### config.mk
export PLATFORM = sky130hd
export DESIGN_NAME = pcrc_top
export DESIGN_NICKNAME = d
export VERILOG_FILES = /design/src/pcrc_pkg.sv /design/src/pcrc_top.sv
export SDC_FILE = /design/constraint.sdc
export NUM_CORES = 1
export LEC_CHECK = 0
export ABC_AREA = 1
export ABC_CLOCK_PERIOD_IN_PS = 1400
export CAP_MARGIN = 10
export CORE_MARGIN = 2
export CORE_UTILIZATION = 34
export CTS_CLUSTER_SIZE = 40
export DETAILED_ROUTE_END_ITERATION = 12
export DONT_BUFFER_PORTS = 1
export PLACE_DENSITY = 0.57
export REMOVE_ABC_BUFFERS = 1
export SLEW_MARGIN = 15
export SYNTH_ARGS = -nofsm -noshare
export SYNTH_HDL_FRONTEND = slang
export SYNTH_SLANG_ARGS = --single-unit
### constraint.sdc
create_clock -name clk -period 1.4 [get_ports clk]
set_input_delay 0.21 -clock clk [delete_from_list [all_inputs] [get_ports clk]]
set_output_delay 0.21 -clock clk [all_outputs]
set_load 0.03 [all_outputs]
### src/pcrc_pkg.sv
// package of constants and types for the clock and reset control block
package pcrc_pkg;
  // ==========================================
  // register offsets (byte addresses)
  localparam logic [11:0] CLK_SETUP_OFF = 12'h000;
  localparam logic [11:0] RST_STATUS_OFF = 12'h004;
  localparam logic [11:0] RST_CTRL_OFF = 12'h008;
  // ==========================================
  // clock setup field positions
  localparam int DIV_LSB = 0;
  localparam int MUL_LSB = 8;
  localparam int VCO_RANGE_BIT = 16;
  localparam int SRC_LSB = 20;
  // clock setup reset value: divide 1, multiply 1, range 0, raw input
  localparam logic [31:0] CLK_SETUP_RST = 32'h0000_0000;
  localparam logic [7:0] DIV_MAX_CODE = 8'h09;
  // core clock source encodings
  localparam logic [1:0] SRC_RAW = 2'h0;
  localparam logic [1:0] SRC_HALF = 2'h1;
  localparam logic [1:0] SRC_VCO = 2'h3;
  // ==========================================
  // reset status bit positions
  localparam int ST_POR = 0;
  localparam int ST_HARD_EXT = 1;
  localparam int ST_WDOG = 2;
  localparam int ST_BMON = 3;
  localparam int ST_SCAN = 4;
  localparam logic [4:0] RST_STATUS_POR = 5'h01;
  // ==========================================
  // timing: reset hold length in reference cycles
  localparam logic [4:0] RST_HOLD_CYC = 5'h10;
  localparam logic [31:0] BUS_ERR_DATA = 32'h0000_0000;
  // reset kinds
  typedef enum logic [1:0] {
    PCRC_RUN = 2'b00,
    PCRC_HARD = 2'b01,
    PCRC_SOFT = 2'b11,
    PCRC_POR = 2'b10
  } pcrc_state_t;
  // clock setup fields
  typedef struct packed {
    logic [1:0] src;
    logic vco_range;
    logic [7:0] mul;
    logic [7:0] div;
  } pcrc_setup_t;
  // reset action outputs
  typedef struct packed {
    logic cfg_sample;
    logic loop_reset;
    logic hard_drive;
    logic module_reset;
  } pcrc_act_t;
endpackage

### src/pcrc_top.sv
// clock divider chain, glitch free source mux and reset controller
//
// The AHB-Lite register port and the placing of the registers were decided locally.
`timescale 1ns/10ps
// Notes on behaviour
// - input clock divided by divider plus one
// - loop clock is divided clock times multiplier+1
// - vco is loop, or half when range 0
// - source 11 vco, 01 half vco, else raw
// - overall division one, two or four
// - divider codes 0..9 only, larger clamped
// - status register records latest reset sources
// - power-on resets all and drives hard pin
// - hard pin input starts flow, open drain
// - watchdog expiry starts internal hard reset
// - bus monitor expiry starts internal hard reset
// - scan clamp commands start soft reset
// - only power-on samples config, resets loop
// - every reset clears watchdog, stop, core, peripherals
module pcrc_top (
  // clock, reset, enable
  input wire logic clk,
  input wire logic rst_b,
  input wire logic ce,
  // ahb-lite slave
  input wire logic hsel,
  input wire logic [31:0] haddr,
  input wire logic [1:0] htrans,
  input wire logic hwrite,
  input wire logic [2:0] hsize,
  input wire logic [31:0] hwdata,
  input wire logic hready,
  output logic [31:0] hrdata,
  output logic hreadyout,
  output logic hresp,
  // board reset pins
  input wire logic power_on_reset_n,
  input wire logic hard_reset_n_in,
  output logic hard_reset_n_out,
  output logic hard_reset_n_oe,
  // internal reset sources
  input wire logic wdog_expired,
  input wire logic bmon_expired,
  input wire logic scan_clamp_active,
  // configuration straps
  input wire logic [7:0] config_pins,
  // reference clock (sampled as a level)
  input wire logic reference_clock_in,
  // clock model outputs
  output logic [15:0] loop_ratio_num,
  output logic [7:0] loop_ratio_den,
  output logic [2:0] core_div_factor,
  output logic core_clock_en,
  output logic [1:0] core_src_active,
  // reset actions
  output logic config_sample,
  output logic loop_reset,
  output logic module_reset,
  output logic [7:0] config_latched
);
  // ==========================================
  // input synchronisers
  logic [1:0] por_sync; // power-on pin
  logic [1:0] hpin_sync; // hard reset pin
  logic [1:0] ref_sync; // reference clock
  logic [15:0] cfg_sync; // strap pins, two stages
  // two flops for every pin input
  always_ff @(posedge clk) begin
    if (!rst_b) begin
      por_sync <= 2'h0;
      hpin_sync <= 2'h3;
      ref_sync <= 2'h0;
      cfg_sync <= 16'h0000;
    end else if (ce) begin
      por_sync <= {por_sync[0], power_on_reset_n};
      hpin_sync <= {hpin_sync[0], hard_reset_n_in};
      ref_sync <= {ref_sync[0], reference_clock_in};
      cfg_sync <= {cfg_sync[7:0], config_pins};
    end
  end
  logic ref_prev; // last synced reference level
  logic hpin_prev; // hard pin level seen last cycle
  // ==========================================
  // bus address phase capture
  logic wr_pend_reg; // write data phase pending
  logic [11:0] addr_reg; // captured offset
  logic take; // valid address phase
  assign take = hsel && hready && htrans[1];
  pcrc_pkg::pcrc_setup_t setup_reg; // clock setup register
  logic [4:0] status_reg; // most recent reset sources
  logic [1:0] wd_en_reg; // watchdog and monitor enables
  // decode of a read or write to given offset
  function automatic logic hit(input logic [11:0] a, input logic [11:0] off);
    hit = (a == off);
  endfunction
  // address phase, zero wait state slave
  always_ff @(posedge clk) begin
    if (!rst_b) begin
      wr_pend_reg <= 1'b0;
      addr_reg <= 12'h000;
      hreadyout <= 1'b1;
      hresp <= 1'b0;
    end else if (ce) begin
      hreadyout <= 1'b1;
      hresp <= 1'b0;
      if (hready) begin
        wr_pend_reg <= take && hwrite;
        addr_reg <= take ? haddr[11:0] : addr_reg;
      end
    end
  end
  // read data registered in address phase
  always_ff @(posedge clk) begin
    if (!rst_b) begin
      hrdata <= pcrc_pkg::BUS_ERR_DATA;
    end else if (ce && take && !hwrite) begin
      if (hit(haddr[11:0], pcrc_pkg::CLK_SETUP_OFF)) begin
        hrdata <= {10'h000, setup_reg.src, 3'h0, setup_reg.vco_range, setup_reg.mul, setup_reg.div};
      end else if (hit(haddr[11:0], pcrc_pkg::RST_STATUS_OFF)) begin
        hrdata <= {27'h0, status_reg};
      end else if (hit(haddr[11:0], pcrc_pkg::RST_CTRL_OFF)) begin
        hrdata <= {30'h0, wd_en_reg};
      end else begin
        // unmapped reads zero
        hrdata <= pcrc_pkg::BUS_ERR_DATA;
      end
    end
  end
  // ==========================================
  // reset controller
  pcrc_pkg::pcrc_state_t state_reg; // current reset kind
  logic [4:0] hold_reg; // reference edges still to hold
  logic ref_edge; // rising reference edge
  logic por_req, hard_ext, wd_req, bm_req;
  assign ref_edge = ref_sync[1] && !ref_prev;
  assign por_req = !por_sync[1];
  // own drive excluded: only a falling pin seen while running counts
  assign hard_ext = !hpin_sync[1] && hpin_prev && (state_reg == pcrc_pkg::PCRC_RUN);
  assign wd_req = wdog_expired && wd_en_reg[0];
  assign bm_req = bmon_expired && wd_en_reg[1];
  always_ff @(posedge clk) begin
    if (!rst_b) begin
      ref_prev <= 1'b0;
      hpin_prev <= 1'b1;
    end else if (ce) begin
      ref_prev <= ref_sync[1];
      hpin_prev <= hpin_sync[1];
    end
  end
  // state sequence, power-on wins over hard over soft
  always_ff @(posedge clk) begin
    if (!rst_b) begin
      state_reg <= pcrc_pkg::PCRC_POR;
      hold_reg <= pcrc_pkg::RST_HOLD_CYC;
    end else if (ce) begin
      if (por_req) begin
        state_reg <= pcrc_pkg::PCRC_POR;
        hold_reg <= pcrc_pkg::RST_HOLD_CYC;
      end else if (hard_ext || wd_req || bm_req) begin
        state_reg <= (state_reg == pcrc_pkg::PCRC_POR) ? state_reg : pcrc_pkg::PCRC_HARD;
        hold_reg <= pcrc_pkg::RST_HOLD_CYC;
      end else if (scan_clamp_active && state_reg == pcrc_pkg::PCRC_RUN) begin
        state_reg <= pcrc_pkg::PCRC_SOFT;
        hold_reg <= pcrc_pkg::RST_HOLD_CYC;
      end else if (state_reg != pcrc_pkg::PCRC_RUN) begin
        if (hold_reg == 5'h00) begin
          state_reg <= (state_reg == pcrc_pkg::PCRC_SOFT && scan_clamp_active) ? state_reg : pcrc_pkg::PCRC_RUN;
        end else if (ref_edge) begin
          hold_reg <= hold_reg - 5'h01;
        end
      end
    end
  end
  // latest sources recorded at each new reset
  always_ff @(posedge clk) begin
    if (!rst_b) begin
      status_reg <= pcrc_pkg::RST_STATUS_POR;
    end else if (ce) begin
      if (por_req) begin
        status_reg <= pcrc_pkg::RST_STATUS_POR;
      end else if (state_reg == pcrc_pkg::PCRC_RUN && (hard_ext || wd_req || bm_req || scan_clamp_active)) begin
        status_reg <= {scan_clamp_active, bm_req, wd_req, hard_ext, 1'b0};
      end
    end
  end
  // reset actions per kind
  pcrc_pkg::pcrc_act_t act;
  always_comb begin
    act = '0;
    unique case (state_reg)
      pcrc_pkg::PCRC_RUN: act = '0;
      // only power-on samples and resets loop
      pcrc_pkg::PCRC_POR: act = '{cfg_sample: 1'b1, loop_reset: 1'b1, hard_drive: 1'b1, module_reset: 1'b1};
      pcrc_pkg::PCRC_HARD: act = '{cfg_sample: 1'b0, loop_reset: 1'b0, hard_drive: 1'b1, module_reset: 1'b1};
      pcrc_pkg::PCRC_SOFT: act = '{cfg_sample: 1'b0, loop_reset: 1'b0, hard_drive: 1'b0, module_reset: 1'b1};
    endcase
  end
  // registered action outputs, open drain hard pin
  always_ff @(posedge clk) begin
    if (!rst_b) begin
      config_sample <= 1'b1;
      loop_reset <= 1'b1;
      module_reset <= 1'b1;
      hard_reset_n_oe <= 1'b1;
      hard_reset_n_out <= 1'b0;
      config_latched <= 8'h00;
    end else if (ce) begin
      config_sample <= act.cfg_sample;
      loop_reset <= act.loop_reset;
      module_reset <= act.module_reset;
      hard_reset_n_oe <= act.hard_drive;
      hard_reset_n_out <= 1'b0;
      if (act.cfg_sample) begin
        config_latched <= cfg_sync[15:8];
      end
    end
  end
  // ==========================================
  // register writes
  logic [7:0] div_wr; // clamped divider code
  // codes above nine clamp to nine
  assign div_wr = (hwdata[pcrc_pkg::DIV_LSB +: 8] > pcrc_pkg::DIV_MAX_CODE) ?
    pcrc_pkg::DIV_MAX_CODE : hwdata[pcrc_pkg::DIV_LSB +: 8];
  // clock setup reset by power-on only, control by any reset
  always_ff @(posedge clk) begin
    if (!rst_b) begin
      setup_reg <= pcrc_pkg::pcrc_setup_t'(pcrc_pkg::CLK_SETUP_RST[18:0]);
      wd_en_reg <= 2'h3;
    end else if (ce) begin
      if (act.loop_reset) begin
        setup_reg <= pcrc_pkg::pcrc_setup_t'(pcrc_pkg::CLK_SETUP_RST[18:0]);
      end else if (wr_pend_reg && hit(addr_reg, pcrc_pkg::CLK_SETUP_OFF)) begin
        setup_reg.div <= div_wr;
        setup_reg.mul <= hwdata[pcrc_pkg::MUL_LSB +: 8];
        setup_reg.vco_range <= hwdata[pcrc_pkg::VCO_RANGE_BIT];
        setup_reg.src <= hwdata[pcrc_pkg::SRC_LSB +: 2];
      end
      // watchdog and monitor control back to default
      if (act.module_reset) begin
        wd_en_reg <= 2'h3;
      end else if (wr_pend_reg && hit(addr_reg, pcrc_pkg::RST_CTRL_OFF)) begin
        wd_en_reg <= hwdata[1:0];
      end
    end
  end
  // ==========================================
  // clock ratio model and glitch free source switch
  logic [1:0] src_reg; // source now driving core
  logic [1:0] gap_reg; // dead cycles during change
  // stop core clock two cycles before new source
  always_ff @(posedge clk) begin
    if (!rst_b) begin
      src_reg <= pcrc_pkg::SRC_RAW;
      gap_reg <= 2'h0;
      core_clock_en <= 1'b1;
    end else if (ce) begin
      if (gap_reg != 2'h0) begin
        gap_reg <= gap_reg - 2'h1;
        core_clock_en <= (gap_reg == 2'h1);
        if (gap_reg == 2'h1) begin
          src_reg <= setup_reg.src;
        end
      end else if (setup_reg.src != src_reg) begin
        gap_reg <= 2'h2;
        core_clock_en <= 1'b0;
      end else begin
        core_clock_en <= 1'b1;
      end
    end
  end
  always_ff @(posedge clk) begin
    if (!rst_b) begin
      loop_ratio_num <= 16'h0001;
      loop_ratio_den <= 8'h01;
      core_div_factor <= 3'h1;
      core_src_active <= pcrc_pkg::SRC_RAW;
    end else if (ce) begin
      loop_ratio_num <= {8'h00, setup_reg.mul} + 16'h0001;
      loop_ratio_den <= setup_reg.div + 8'h01;
      core_src_active <= src_reg;
      unique case (src_reg)
        pcrc_pkg::SRC_VCO: core_div_factor <= setup_reg.vco_range ? 3'h1 : 3'h2;
        pcrc_pkg::SRC_HALF: core_div_factor <= setup_reg.vco_range ? 3'h2 : 3'h4;
        default: core_div_factor <= 3'h0;
      endcase
    end
  end
endmodule

==> summary.md <==
| Metric | Value |
|---|---|
| CP Max Fanout | 8 |
| Worst r2r path cells | 6 |
| Lkg Pwr | 3.24 nW |
| Clock Pin Slew Worst Setup and Hold Paths | approximately 0.06 ns |
| Reg-to-Reg End | setup_reg[3] |
| Avg Cell Area, Syn | 7.21 um^2 |
| Final hold violations | 20 |
| Pin count of the biggest net entering global routing | 70 |
| Initial core utilization | between 30% and 40% |
| Mapped Cells | slightly below 800 |
| WS Path Type | flop to flop |
| Post-route DRC | 0 |
| Most frequent cells in the layout | 124 x nor2_1, 116 x nand2_1, 114 x dfxtp_1 |
| Antenna diodes | 0 |
| Reg-to-Reg Start | addr_reg[0] |
| Setup ws final | ~0.017 ns |
| Avg WL per Cell | between 10 and 15 um |
| Post-detailed-routing wire length | 15,100 um |
| I/O Pins | about 170 |
| Yosys reg bits | about 130 |
| First-pass GRT wire length | 24,500 um |
| YS warnings | 0 |
| Power density cells | approximately 1300 nW/um^2 |
| Hold Buf Count CTS | slightly above 60 |
| Area delta synth->final | 35.1% |
| VDD IR max | just under 800 uV |
| Startpoint Class | flop |
| Initial DRT Pass Iterations | 5 |
| Seq/Total Area, Yosys | 44.5% |
| Share of cells above drive strength 1 | between 20% and 30% |
| Final Max Slew Viols | 0 |
| Routability Congestion | 0.766 |
| Syn Std Cell Area | roughly 5700 um^2 |
| Clock Latency Late Sink | around 0.42 ns |
| Rel. slew slack | about three fifths |
| FF-to-FF setup slack | ~0.017 ns |
| Antenna Nets Post-Route | 0 |
| Gr usage total | 17.3% |
| Core area | about 17,000 um^2 |
| Die area | 17,900 um^2 |
| CTS buffer count | 17 |
| CP arrival | approximately 1.7 ns |
| Achievable frequency | about 0.72 GHz |
| Antenna violations before repair | 0 |
| Iteration-0 DRC Markers | between 200 and 250 |
| Worst Max-Slew Pin Slew | about 0.57 ns |
| Final Cycle Share | a little under 100% |
| Die width | 134 um |
| Synth unique cells | 33 |
| Commonest non-fill, non-tap cell in the layout | nor2_1 |
| Rows | 47 |
| Via Count | about 5,200 |
| Buffers on Ports | 0 |
| Setup violators final | 0 |
| Failing checks | negative hold slack |
| Final Skew | 0.00745 ns |
| Power Total | between 9 and 10 mW |
| Clock sinks | 127 |
| Final Util | between 40% and 50% |
| Die Height | 134 um |
| Critical Path End Type | flop |
| Final worst path period need | about 1.4 ns |
| Fin nets | around 980 |
| Dpl hpwl | 9380 um |
| CTS max path bufs | 2 |
| Worst slack at placement | -0.198 ns |
| TritonCTS clock tree | built |
| Crit. Startpoint | addr_reg[0] |
| Type of the worst min-delay path | input pin to flop |
| Crit path capture | setup_reg[3] |
| Hold WS | -0.103 ns |
| Vias in the first global route | between 4,000 and 5,000 |
| Unrepaired setup endpoints after global routing | true |
| Vias per std cell | roughly 4.6 |
| Status | finished, violations left |
| Maxcap violations | 0 |
| Req. time, crit path | between 1.5 and 2 ns |
| Root Buffer Master | clkbuf_16 |
| H-tree levels | 4 |
| Overflow after GRT | 0 |
-- final cells by class --
type,count,area [um^2]
clock buffer,20,457
clock inverter,12,136
fill,1673,8800
inverter,78,299
multi-input combinational,550,2900
sequential,127,2560
tap,220,275
timing repair buffer,110,1090
-- synth_stat cells --
master / count / area share (%)
nor2_1: 134 / 8.8
nor3_1: 5 / 0.44
nand2_2: 8 / 0.88
ha_1: 10 / 2.2
o21ai_0: 71 / 6.2
nor2_2: 1 / 0.11
nand3_1: 67 / 5.9
nor3_2: 1 / 0.18
nand4_1: 5 / 0.55
inv_1: 73 / 4.8
buf_8: 1 / 0.26
clkbuf_1: 32 / 2.1
nand4_2: 1 / 0.22
a21oi_2: 8 / 1.2
nor2_4: 2 / 0.39
o22ai_1: 1 / 0.11
dfxtp_1: 127 / 44
o21bai_1: 1 / 0.13
nand2_4: 1 / 0.20
nand3_4: 1 / 0.31
o211ai_1: 3 / 0.39
buf_1: 1 / 0.066
conb_1: 2 / 0.13
o31ai_1: 2 / 0.26
xor2_1: 9 / 1.4
nand2_1: 129 / 8.5
inv_2: 3 / 0.20
a21oi_1: 60 / 5.3
buf_4: 26 / 3.4
clkinv_1: 2 / 0.13
nand3b_1: 2 / 0.26
xnor2_1: 3 / 0.46
or2_4: 1 / 0.15
-- worst min-delay path by stage --
stage	startpoint	end	slack, ns	cells after the start
detailed placement	rst_b	hpin_sync[0]	0.32	1
CTS	rst_b	status_reg[0]	-0.12	1
global route	rst_b	state_reg[1]	-0.12	1
global placement	rst_b	hpin_sync[0]	0.31	1
floorplan	rst_b	core_clock_en	0.29	1
finish	rst_b	core_clock_en	-0.10	1
-- power breakdown --
group	leakage [nW]	total, mW	internal (mW)	switching (mW)
clock network	0.283	4.39	2.72	1.66
logic	1.91	1.28	0.544	0.731
registers	1.04	4.03	3.80	0.226
-- metal layers --
metal  global-route usage, %  vias up  wire (um)
met3                    4.98       19        907
met1                    21.8     2384       6740
met5                       0        -          0
li1                        -     2680          -
met4                    6.50        0        211
met2                    28.0      107       7240
-- repair_timing --
item | CTS | global route
hold endpoints to repair | 74 | 24
resized for setup | 17 | 85
pin swaps | 9 | 20
cloned | 0 | 2
buffers inserted | 1 | 3
endpoints found under the setup margin | 40 | 65
-- critical path, stage by stage, from the launching register on --
cell and delay [ns]:
dfxtp_2 0.32, or2_4 0.23, nor2_4 0.13, nand3_4 0.22
clkbuf_16 0.25, nand3_1 0.06, a21oi_1 0.06
-- logic make-up after synthesis --
logic type      count (synthesis)  share of synthesized area [%]
simple gates                  358                           26.8
compound gates                146                           13.6
buf+inv                       138                           11.0
flops                         127                           44.5
xor+xnor                       12                           1.84
fa+ha+maj                      10                           2.19
other cells                     2                          0.131
-- stage by stage --
stage,setup TNS [ns],cell area (um^2),hold slack (ns),cells
floorplan,-12.36,5460,0.294,754
global placement,-3.43,6100,0.312,1017
detailed placement,-4.90,6100,0.315,1017
CTS,-0.00393,7370,-0.117,1112
global route,-0.877,7720,-0.117,1117
finish,0,7720,-0.103,1117
No activity file was read; power rests on OpenSTA's default activity.
